### src/tevg_regs.vh
// register offsets, field positions and reset values for the timer event/compare block
`ifndef TEVG_REGS_VH
`define TEVG_REGS_VH
`define TEVG_T1_EVENT_ADDR 32'h4000e014
`define TEVG_T1_MODE_ADDR 32'h4000e018
`define TEVG_T2_EVENT_ADDR 32'h4000f014
`define TEVG_T2_MODE_ADDR 32'h4000f018
`define TEVG_T1_COUNT_ADDR 32'h4000e01c
`define TEVG_T2_COUNT_ADDR 32'h4000f01c
`define TEVG_T1_FLAG_ADDR 32'h4000e020
`define TEVG_T2_FLAG_ADDR 32'h4000f020
`define TEVG_T1_MASK_ADDR 32'h4000e024
`define TEVG_T2_MASK_ADDR 32'h4000f024
`define TEVG_T1_CMP1_ADDR 32'h4000e028
`define TEVG_T2_CMP1_ADDR 32'h4000f028
`define TEVG_T1_CMP2_ADDR 32'h4000e02c
`define TEVG_T2_CMP2_ADDR 32'h4000f02c
`define TEVG_T1_CTRL_ADDR 32'h4000e030
`define TEVG_T2_CTRL_ADDR 32'h4000f030
`define TEVG_T1_ARR_ADDR 32'h4000e034
`define TEVG_T2_ARR_ADDR 32'h4000f034
// event generate bits
`define TEVG_UG_BIT 0
`define TEVG_CC1G_BIT 1
`define TEVG_CC2G_BIT 2
`define TEVG_TG_BIT 6
// flag register layout
`define TEVG_FLAG_UPD 0
`define TEVG_FLAG_CC1 1
`define TEVG_FLAG_CC2 2
`define TEVG_FLAG_TRG 6
`define TEVG_FLAG_OVR1 9
`define TEVG_FLAG_OVR2 10
`define TEVG_FLAG_W 11
// mode register fields
`define TEVG_MODE_W 15
`define TEVG_SEL1_LO 0
`define TEVG_SEL1_HI 1
`define TEVG_OM1_LO 4
`define TEVG_OM1_HI 6
`define TEVG_SEL2_LO 8
`define TEVG_SEL2_HI 9
`define TEVG_OM2_LO 12
`define TEVG_OM2_HI 14
// control register bits
`define TEVG_CTRL_EN 0
`define TEVG_CTRL_DIR 1
`define TEVG_CTRL_CTR 2
`define TEVG_CTRL_POL1 3
`define TEVG_CTRL_POL2 4
`define TEVG_CTRL_PSC_LO 8
`define TEVG_CTRL_PSC_HI 15
`define TEVG_CTRL_W 16
// output compare modes
`define TEVG_OM_FROZEN 3'h0
`define TEVG_OM_SET 3'h1
`define TEVG_OM_CLR 3'h2
`define TEVG_OM_TOG 3'h3
`define TEVG_OM_LOW 3'h4
`define TEVG_OM_HIGH 3'h5
`define TEVG_OM_PWM1 3'h6
`define TEVG_OM_PWM2 3'h7
`define TEVG_SEL_OUT 2'h0
`define TEVG_RESET_VAL 32'h00000000
`endif

### src/tevg_top.v
// two timer instances: event generation strobes, capture/compare modes, apb slave
`timescale 1ns/100ps
`include "tevg_regs.vh"

module tevg_top #(
    parameter CNT_W = 16, // counter width
    parameter PSC_W = 8 // prescaler width
) (
    input wire clock, // 25 MHz clock
    input wire reset, // async active high
    input wire psel, // apb select
    input wire penable, // apb enable
    input wire pwrite, // apb direction
    input wire [31:0] paddr, // apb byte address
    input wire [31:0] pwdata, // apb write data
    output reg [31:0] prdata, // apb read data
    output reg pready, // apb ready
    output reg pslverr, // apb error
    output reg [1:0] chan1_out_pin, // channel 1 pin per timer
    output reg [1:0] chan2_out_pin, // channel 2 pin per timer
    output reg [1:0] irq // interrupt per timer
);

    // --------------------------------------------------------------
    // bus decode
    // --------------------------------------------------------------
    // zero-wait slave: each access completes in its first access cycle
    wire acc = psel & penable;
    wire wr = acc & pwrite;
    wire rd = acc & ~pwrite;
    // lists of addresses per timer, indexed by instance
    wire [31:0] a_evt [0:1];
    wire [31:0] a_mode [0:1];
    wire [31:0] a_cnt [0:1];
    wire [31:0] a_flag [0:1];
    wire [31:0] a_mask [0:1];
    wire [31:0] a_cmp1 [0:1];
    wire [31:0] a_cmp2 [0:1];
    wire [31:0] a_ctrl [0:1];
    wire [31:0] a_arr [0:1];
    assign a_evt[0] = `TEVG_T1_EVENT_ADDR;
    assign a_evt[1] = `TEVG_T2_EVENT_ADDR;
    assign a_mode[0] = `TEVG_T1_MODE_ADDR;
    assign a_mode[1] = `TEVG_T2_MODE_ADDR;
    assign a_cnt[0] = `TEVG_T1_COUNT_ADDR;
    assign a_cnt[1] = `TEVG_T2_COUNT_ADDR;
    assign a_flag[0] = `TEVG_T1_FLAG_ADDR;
    assign a_flag[1] = `TEVG_T2_FLAG_ADDR;
    assign a_mask[0] = `TEVG_T1_MASK_ADDR;
    assign a_mask[1] = `TEVG_T2_MASK_ADDR;
    assign a_cmp1[0] = `TEVG_T1_CMP1_ADDR;
    assign a_cmp1[1] = `TEVG_T2_CMP1_ADDR;
    assign a_cmp2[0] = `TEVG_T1_CMP2_ADDR;
    assign a_cmp2[1] = `TEVG_T2_CMP2_ADDR;
    assign a_ctrl[0] = `TEVG_T1_CTRL_ADDR;
    assign a_ctrl[1] = `TEVG_T2_CTRL_ADDR;
    assign a_arr[0] = `TEVG_T1_ARR_ADDR;
    assign a_arr[1] = `TEVG_T2_ARR_ADDR;

    wire [31:0] rdata_t [0:1];
    wire [1:0] hit;

    genvar t;
    generate
        for (t = 0; t < 2; t = t + 1) begin : g_tim
            // ------------------------------------------------------
            // per-timer registers
            // ------------------------------------------------------
            reg [`TEVG_MODE_W-1:0] chan_mode;
            reg [`TEVG_CTRL_W-1:0] ctrl;
            reg [CNT_W-1:0] auto_reload_value;
            reg [CNT_W-1:0] counter_value;
            reg [PSC_W-1:0] psc_count;
            reg [CNT_W-1:0] chan1_compare_value;
            reg [CNT_W-1:0] chan2_compare_value;
            reg [CNT_W-1:0] cmp1_shadow;
            reg [CNT_W-1:0] cmp2_shadow;
            reg [`TEVG_FLAG_W-1:0] timer_irq_flags;
            reg [`TEVG_FLAG_W-1:0] irq_mask;
            reg chan1_out_reference;
            reg chan2_out_reference;
            reg [2:0] om1_prev;
            reg [2:0] om2_prev;
            reg cmp1_lt_prev;
            reg cmp2_lt_prev;
            reg up_prev;

            wire s_evt = a_evt[t] == paddr;
            wire s_mode = a_mode[t] == paddr;
            wire s_cnt = a_cnt[t] == paddr;
            wire s_flag = a_flag[t] == paddr;
            wire s_mask = a_mask[t] == paddr;
            wire s_cmp1 = a_cmp1[t] == paddr;
            wire s_cmp2 = a_cmp2[t] == paddr;
            wire s_ctrl = a_ctrl[t] == paddr;
            wire s_arr = a_arr[t] == paddr;
            assign hit[t] = s_evt | s_mode | s_cnt | s_flag | s_mask | s_cmp1 | s_cmp2 | s_ctrl | s_arr;

            // event strobes exist only in the write cycle, never stored
            wire evt_wr = wr & s_evt;
            wire update_event_strobe = evt_wr & pwdata[`TEVG_UG_BIT];
            wire chan1_event_strobe = evt_wr & pwdata[`TEVG_CC1G_BIT];
            wire chan2_event_strobe = evt_wr & pwdata[`TEVG_CC2G_BIT];
            wire trigger_event_strobe = evt_wr & pwdata[`TEVG_TG_BIT];

            wire [1:0] sel1 = chan_mode[`TEVG_SEL1_HI:`TEVG_SEL1_LO];
            wire [1:0] sel2 = chan_mode[`TEVG_SEL2_HI:`TEVG_SEL2_LO];
            // output fields act only when selection is zero
            wire out1 = sel1 == `TEVG_SEL_OUT;
            wire out2 = sel2 == `TEVG_SEL_OUT;
            wire [2:0] om1 = chan_mode[`TEVG_OM1_HI:`TEVG_OM1_LO];
            wire [2:0] om2 = chan_mode[`TEVG_OM2_HI:`TEVG_OM2_LO];
            wire count_direction = ctrl[`TEVG_CTRL_DIR];
            wire centre = ctrl[`TEVG_CTRL_CTR];
            wire enable = ctrl[`TEVG_CTRL_EN];
            wire [PSC_W-1:0] psc_ratio = ctrl[`TEVG_CTRL_PSC_HI:`TEVG_CTRL_PSC_LO];
            // centre mode here runs up then down between zero and reload
            wire counting_up = centre ? up_prev : ~count_direction;
            wire tick = enable & (psc_count == psc_ratio);
            wire at_top = counter_value == auto_reload_value;
            wire at_zero = counter_value == {CNT_W{1'b0}};
            wire hw_update = tick & (centre ? 1'b0 : (counting_up ? at_top : at_zero));
            wire match1 = counter_value == cmp1_shadow;
            wire match2 = counter_value == cmp2_shadow;
            wire lt1 = counter_value < cmp1_shadow;
            wire lt2 = counter_value < cmp2_shadow;
            wire gt1 = counter_value > cmp1_shadow;
            wire gt2 = counter_value > cmp2_shadow;
            wire cap1 = chan1_event_strobe & ~out1;
            wire cap2 = chan2_event_strobe & ~out2;

            // ------------------------------------------------------
            // counter and prescaler
            // ------------------------------------------------------
            // counter, prescaler and centre direction; a software update
            // restarts the prescaler count so the next period is whole,
            // while the programmed ratio in ctrl is left untouched
            always @(posedge clock or posedge reset) begin
                if (reset) begin
                    counter_value <= {CNT_W{1'b0}};
                    psc_count <= {PSC_W{1'b0}};
                    up_prev <= 1'b1;
                end else if (update_event_strobe) begin
                    psc_count <= {PSC_W{1'b0}};
                    up_prev <= 1'b1;
                    if (centre | ~count_direction) begin
                        counter_value <= {CNT_W{1'b0}};
                    end else begin
                        counter_value <= auto_reload_value;
                    end
                end else if (wr & s_cnt) begin
                    counter_value <= pwdata[CNT_W-1:0];
                end else if (enable) begin
                    psc_count <= tick ? {PSC_W{1'b0}} : psc_count + 1'b1;
                    if (tick) begin
                        if (counting_up) begin
                            if (at_top) begin
                                counter_value <= centre ? counter_value - 1'b1 : {CNT_W{1'b0}};
                                up_prev <= ~centre;
                            end else begin
                                counter_value <= counter_value + 1'b1;
                            end
                        end else begin
                            if (at_zero) begin
                                counter_value <= centre ? counter_value + 1'b1 : auto_reload_value;
                                up_prev <= 1'b1;
                            end else begin
                                counter_value <= counter_value - 1'b1;
                            end
                        end
                    end
                end
            end

            // ------------------------------------------------------
            // configuration and compare buffers
            // ------------------------------------------------------
            // control, reload, compare buffers and shadows
            // limitation: centre-aligned counting raises no hardware update,
            // so the shadows then load only on a software update
            always @(posedge clock or posedge reset) begin
                if (reset) begin
                    chan_mode <= {`TEVG_MODE_W{1'b0}};
                    ctrl <= {`TEVG_CTRL_W{1'b0}};
                    auto_reload_value <= {CNT_W{1'b1}};
                    chan1_compare_value <= {CNT_W{1'b0}};
                    chan2_compare_value <= {CNT_W{1'b0}};
                    cmp1_shadow <= {CNT_W{1'b0}};
                    cmp2_shadow <= {CNT_W{1'b0}};
                    irq_mask <= {`TEVG_FLAG_W{1'b0}};
                end else begin
                    if (wr & s_mode) chan_mode <= pwdata[`TEVG_MODE_W-1:0];
                    if (wr & s_ctrl) ctrl <= pwdata[`TEVG_CTRL_W-1:0];
                    if (wr & s_arr) auto_reload_value <= pwdata[CNT_W-1:0];
                    if (wr & s_mask) irq_mask <= pwdata[`TEVG_FLAG_W-1:0];
                    // capture takes priority over a software write the same cycle
                    if (cap1) begin
                        chan1_compare_value <= counter_value;
                    end else if (wr & s_cmp1) begin
                        chan1_compare_value <= pwdata[CNT_W-1:0];
                    end
                    if (cap2) begin
                        chan2_compare_value <= counter_value;
                    end else if (wr & s_cmp2) begin
                        chan2_compare_value <= pwdata[CNT_W-1:0];
                    end
                    // buffered compare values move to shadows on any update
                    if (update_event_strobe | hw_update) begin
                        cmp1_shadow <= chan1_compare_value;
                        cmp2_shadow <= chan2_compare_value;
                    end
                end
            end

            // ------------------------------------------------------
            // interrupt flags
            // ------------------------------------------------------
            // sticky flags: hardware set wins over read clear
            wire [`TEVG_FLAG_W-1:0] set_flags;
            assign set_flags[`TEVG_FLAG_UPD] = update_event_strobe | hw_update;
            assign set_flags[`TEVG_FLAG_CC1] = chan1_event_strobe | (out1 & match1 & tick);
            assign set_flags[`TEVG_FLAG_CC2] = chan2_event_strobe | (out2 & match2 & tick);
            assign set_flags[5:3] = 3'h0;
            assign set_flags[`TEVG_FLAG_TRG] = trigger_event_strobe;
            assign set_flags[8:7] = 2'h0;
            assign set_flags[`TEVG_FLAG_OVR1] = cap1 & timer_irq_flags[`TEVG_FLAG_CC1];
            assign set_flags[`TEVG_FLAG_OVR2] = cap2 & timer_irq_flags[`TEVG_FLAG_CC2];
            always @(posedge clock or posedge reset) begin
                if (reset) begin
                    timer_irq_flags <= {`TEVG_FLAG_W{1'b0}};
                end else if (rd & s_flag) begin
                    // clear only what the read returned: a set that landed in the
                    // setup cycle was not seen by software yet and must stay
                    timer_irq_flags <= set_flags | (timer_irq_flags & ~prdata[`TEVG_FLAG_W-1:0]);
                end else begin
                    timer_irq_flags <= timer_irq_flags | set_flags;
                end
            end

            // ------------------------------------------------------
            // output reference
            // ------------------------------------------------------
            // reference generation for both channels
            // toggle waits for a counting tick, so a stopped counter sitting
            // on the compare value does not toggle on every clock
            always @(posedge clock or posedge reset) begin
                if (reset) begin
                    chan1_out_reference <= 1'b0;
                    chan2_out_reference <= 1'b0;
                    om1_prev <= `TEVG_OM_FROZEN;
                    om2_prev <= `TEVG_OM_FROZEN;
                    cmp1_lt_prev <= 1'b0;
                    cmp2_lt_prev <= 1'b0;
                end else begin
                    om1_prev <= om1;
                    om2_prev <= om2;
                    cmp1_lt_prev <= counting_up ? lt1 : ~gt1;
                    cmp2_lt_prev <= counting_up ? lt2 : ~gt2;
                    if (out1) begin
                        case (om1)
                            `TEVG_OM_FROZEN: chan1_out_reference <= chan1_out_reference;
                            `TEVG_OM_SET: if (match1) chan1_out_reference <= 1'b1;
                            `TEVG_OM_CLR: if (match1) chan1_out_reference <= 1'b0;
                            `TEVG_OM_TOG: if (match1 & tick) chan1_out_reference <= ~chan1_out_reference;
                            `TEVG_OM_LOW: chan1_out_reference <= 1'b0;
                            `TEVG_OM_HIGH: chan1_out_reference <= 1'b1;
                            `TEVG_OM_PWM1, `TEVG_OM_PWM2: begin
                                // level moves only on a comparison change or on entering a pwm mode from any other mode
                                if ((om1_prev == `TEVG_OM_FROZEN) ||
                                    (cmp1_lt_prev != (counting_up ? lt1 : ~gt1)) ||
                                    (om1_prev != om1)) begin
                                    chan1_out_reference <= (om1 == `TEVG_OM_PWM1) ?
                                        (counting_up ? lt1 : ~gt1) :
                                        (counting_up ? ~lt1 : gt1);
                                end
                            end
                            default: chan1_out_reference <= chan1_out_reference;
                        endcase
                    end
                    if (out2) begin
                        case (om2)
                            `TEVG_OM_FROZEN: chan2_out_reference <= chan2_out_reference;
                            `TEVG_OM_SET: if (match2) chan2_out_reference <= 1'b1;
                            `TEVG_OM_CLR: if (match2) chan2_out_reference <= 1'b0;
                            `TEVG_OM_TOG: if (match2 & tick) chan2_out_reference <= ~chan2_out_reference;
                            `TEVG_OM_LOW: chan2_out_reference <= 1'b0;
                            `TEVG_OM_HIGH: chan2_out_reference <= 1'b1;
                            `TEVG_OM_PWM1, `TEVG_OM_PWM2: begin
                                if ((om2_prev == `TEVG_OM_FROZEN) ||
                                    (cmp2_lt_prev != (counting_up ? lt2 : ~gt2)) ||
                                    (om2_prev != om2)) begin
                                    chan2_out_reference <= (om2 == `TEVG_OM_PWM1) ?
                                        (counting_up ? lt2 : ~gt2) :
                                        (counting_up ? ~lt2 : gt2);
                                end
                            end
                            default: chan2_out_reference <= chan2_out_reference;
                        endcase
                    end
                end
            end

            // ------------------------------------------------------
            // pins and interrupt
            // ------------------------------------------------------
            // pins and interrupt, all registered; input channels drive low
            // the irq looks at new sets too, so it rises in the same cycle as the flags
            always @(posedge clock or posedge reset) begin
                if (reset) begin
                    chan1_out_pin[t] <= 1'b0;
                    chan2_out_pin[t] <= 1'b0;
                    irq[t] <= 1'b0;
                end else begin
                    chan1_out_pin[t] <= out1 & (chan1_out_reference ^ ctrl[`TEVG_CTRL_POL1]);
                    chan2_out_pin[t] <= out2 & (chan2_out_reference ^ ctrl[`TEVG_CTRL_POL2]);
                    irq[t] <= |((timer_irq_flags | set_flags) & irq_mask);
                end
            end

            // ------------------------------------------------------
            // read data
            // ------------------------------------------------------
            // read mux; event register reads as zero
            // the other timer's decode gives zero, so the two can be ored
            assign rdata_t[t] =
                s_mode ? {{(32-`TEVG_MODE_W){1'b0}}, chan_mode} :
                s_ctrl ? {{(32-`TEVG_CTRL_W){1'b0}}, ctrl} :
                s_cnt ? {{(32-CNT_W){1'b0}}, counter_value} :
                s_arr ? {{(32-CNT_W){1'b0}}, auto_reload_value} :
                s_cmp1 ? {{(32-CNT_W){1'b0}}, chan1_compare_value} :
                s_cmp2 ? {{(32-CNT_W){1'b0}}, chan2_compare_value} :
                s_flag ? {{(32-`TEVG_FLAG_W){1'b0}}, timer_irq_flags} :
                s_mask ? {{(32-`TEVG_FLAG_W){1'b0}}, irq_mask} :
                32'h00000000;
        end
    endgenerate

    // --------------------------------------------------------------
    // apb response
    // --------------------------------------------------------------
    // ready in setup cycle's follower; unmapped addresses answer with error
    always @(posedge clock or posedge reset) begin
        if (reset) begin
            prdata <= 32'h00000000;
            pready <= 1'b0;
            pslverr <= 1'b0;
        end else begin
            pready <= psel & ~penable;
            pslverr <= psel & ~penable & ~(|hit);
            prdata <= (psel & ~penable & ~pwrite) ? (rdata_t[0] | rdata_t[1]) : 32'h00000000;
        end
    end

endmodule // tevg_top

### config.mk
export PLATFORM = sky130hd
export DESIGN_NAME = tevg_top
export DESIGN_NICKNAME = d
export VERILOG_FILES = /design/src/tevg_top.v
export VERILOG_INCLUDE_DIRS = /design/src /design/src/src
export SDC_FILE = /design/constraint.sdc
export NUM_CORES = 1
export LEC_CHECK = 0
export BUFFER_PORTS_ARGS = -buffer_cell sky130_fd_sc_hd__buf_2
export CORE_ASPECT_RATIO = 1.25
export CORE_MARGIN = 4
export CORE_UTILIZATION = 40
export CTS_CLUSTER_DIAMETER = 40
export DETAILED_ROUTE_END_ITERATION = 12
export SLEW_MARGIN = 0
export SYNTH_ARGS = -nofsm -noshare
export SYNTH_HDL_FRONTEND = slang
export SYNTH_SLANG_ARGS = --single-unit
### constraint.sdc
create_clock -name clock -period 19.1 [get_ports clock]
set_input_delay 0.955 -clock clock [delete_from_list [all_inputs] [get_ports clock]]
set_output_delay 0.955 -clock clock [all_outputs]
set_load 0.01 [all_outputs]
==> run summary <==
status: finished, final reports clean
ys flop type: dfrtp_1
fraction of layout cells with a size suffix above 1: 0.181
CTS-repair resized insts: 0
Final Slew Violations: 0
P per Cell Area: 79.0 nW/um2
grt ovf: 0
final worst-path cycle share: 0.237
CP dominant cell by count: nand2_1
# DRC: 0
critical path cell sequence: buf_2 > nor4_1 > nand2_1 > nor3_2 > and4b_1 > buf_4 > nor2_1 > buf_4 > nand2_1 > nand2_1
CP Capture Type: flop
CTS Hold Bufs: 0
clock sink count: 360
antenna violations before repair: 6
chip height: 266 um
CP startpoint kind: primary input
number of flops mapped to enable cells by yosys: 0
FILL cells: 5,031
Period minus WS final: 4530 ps
Critical Path RT: 19,600 ps
WS Path Type: in -> reg
Root Driver: clkbuf_16
Yosys reg bits: 360
Lkg Pwr: 10.6 nW
Post-DRT Antenna Nets: 0
Slew headroom: 0.164
asr flop ratio synth: 1.00
crit path from: paddr[11]
port bufs: 76
final cell utilization of the core: 0.458
maximum clock path buffer count: 3
Clock Latency Late Sink: 620 ps
# IOs: 109
Mapped Area: 21,300 um2
max cap viols: 0
total wire length: 79,100 um
Least-Margin Pin Slew: 1240 ps
Vias: 18,700
hold path start: g_tim[1].chan_mode[14]
RSZ-0062 raised after global routing: false
Avg Cell Area, Syn: 9.42 um2
vias in the first global route: 18,500
Area growth syn-to-layout: 13.5%
CP delay by family, top: simple AND/OR/NAND/NOR gates
FF-to-FF Start: g_tim[0].counter_value[2]
num rows: 94
first-pass GRT wire length: 118,000 um
commonest non-fill, non-tap cell in the layout: dfrtp_1
core area: 52,700 um2
Post-Route Setup TNS: 0 ps
detailed-placement wirelength estimate: 55,600 um
GRT Overall Usage: 0.270
VDD IR-drop max: 0.0000802 V
Reg clk slew, reported paths: 60 ps
Layout Nets: 2,413
vias per cell: 6.24
final hold slack: 490 ps
first drt pass iteration count: 7
Synth cell types: 93
Initial DRC Count: 1,821
Register-to-Register Setup Slack: 15,240 ps
CTS tree: yes
hold crit path type: reg -> reg
GP Congestion: 0.976
Max Clk Rate: 221 MHz
Num CTS Buffers: 54
WL/cell: 26.4 um
Post-CTS Setup Bufs: 0
Die Wd: 214 um
worst-path maximum fanout: 14
Post-Route Skew: 26.2 ps
WP data arrival: 5030 ps
CP max stage cell: nor3_2
Final Setup Violations: 0
Starting Density: 0.404
final hold violation count: 0
most frequent cells in the layout: dfrtp_1 (326), nand2_1 (301), mux2_2 (129)
sequential fraction of the synthesis area: 0.425
CP bufs+invs: 3
largest net degree at the start of global routing: 185
Warnings, synthesis: 0
CTS H-tree depth: 2
Post-Syn Instances: 2,260
critical path's largest stage delay: 930 ps
full die area: 57,000 um2
## Yosys cell counts (10+ instances only)
master	n	area, um2
dfrtp_1	326	8160
nand3_1	43	215
inv_1	98	368
nor2_1	113	424
or3_1	12	75.1
nand4_1	45	282
dfstp_2	34	893
ha_1	72	901
nor4_1	36	225
and3_1	15	93.8
buf_2	43	215
xor2_1	52	455
a21o_1	20	150
nand2_1	301	1130
a22o_1	18	158
clkbuf_1	97	364
o21ai_1	12	60.1
nor3_1	42	210
a221oi_1	19	166
a31oi_1	29	181
and2_1	10	62.6
mux2_2	129	1450
a211oi_1	10	75.1
xnor2_1	50	438
buf_4	24	180
o211ai_1	20	150
o31ai_1	16	120
o221ai_1	12	105
a222oi_1	29	290
a21oi_1	116	581
o21ai_0	105	526
mux2i_1	15	150
o22ai_1	17	106
a21boi_0	12	90.1
a22oi_1	109	818
## kinds of logic (layout without fill, tap and decap cells)
group,Yosys count,in the layout,synth area share
adder cells (fa/ha/maj),72,72,0.0423
buffers and inverters,271,314,0.0550
multiplexers,152,152,0.0795
AO/OA/AOI/OAI,606,606,0.195
flip-flops,360,360,0.425
AND/OR/NAND/NOR,696,696,0.160
other,1,22,0.000176
XOR/XNOR,102,102,0.0420
## layout make-up
| class | count | area [um2] | area share |
|---|---|---|---|
| Antenna cell | 6 | 15.0 | 0.000622 |
| Clock buffer | 58 | 1400 | 0.0579 |
| Clock inverter | 44 | 604 | 0.0250 |
| Inverter | 98 | 375 | 0.0155 |
| Multi-Input combinational cell | 1644 | 11200 | 0.463 |
| Sequential cell | 360 | 9050 | 0.375 |
| Tap cell | 672 | 841 | 0.0348 |
| Timing Repair Buffer | 114 | 678 | 0.0281 |
## report_power, final
| group | internal, W | switching, W | total, W |
|---|---|---|---|
| Sequential | 0.000764 | 0.0000000414 | 0.000764 |
| Combinational | 0.00000692 | 0.0000399 | 0.0000469 |
| Clock | 0.000681 | 0.000417 | 0.00110 |
| Total | 0.00145 | 0.000457 | 0.00191 |
## stage by stage
stage | total power, W | cells | instance area, um2 | setup WS, ps
floorplan | 0.000803 | 2275 | 21300 | 8210
global placement | 0.000823 | 2888 | 22100 | 14160
detailed placement | 0.000824 | 2888 | 22100 | 14110
CTS | 0.00192 | 2990 | 24100 | 14740
global route | 0.00196 | 2991 | 24100 | 14490
finish | 0.00191 | 2996 | 24200 | 14570
## flip-flops by register name (all words and copies together) (netlist names), 16 cells and up
register                   flops
g_tim.psc_count               16
g_tim.counter_value           32
g_tim.cmp1_shadow             32
g_tim.chan_mode               30
g_tim.irq_mask                22
g_tim.auto_reload_value       32
g_tim.timer_irq_flags         22
g_tim.chan1_compare_value     32
g_tim.ctrl                    32
g_tim.chan2_compare_value     32
prdata                        16
g_tim.cmp2_shadow             32
## per-layer routing
metal,up-vias,track usage,part of all wire
met5,-,0,0.00033
met3,226,0.0441,0.070
met4,4,0.146,0.062
met1,9263,0.329,0.38
met2,884,0.459,0.48
li1,8329,-,-
## worst register-to-register path, cell delays in order (launching register included)
cell and delay (ps):
dfrtp_1 840, xor2_1 140, nor4_1 510, nand4_1 520, a32oi_1 970, nor2b_1 100, o311ai_0 510, a21oi_1 140
## worst paths after layout
check                                              endpoint  cells past startpoint
setup / recovery           g_tim[1].chan2_compare_value[10]                     10
hold / removal                         g_tim[1].om2_prev[2]                      0
setup reg to reg                  g_tim[0].counter_value[8]                      7
hold reg to reg                        g_tim[1].om2_prev[2]                      0
max in group asynchronous           g_tim[1].cmp2_shadow[9]                      3
min in group asynchronous                  chan2_out_pin[0]                      2
No activity file was read; power rests on OpenSTA's default activity.
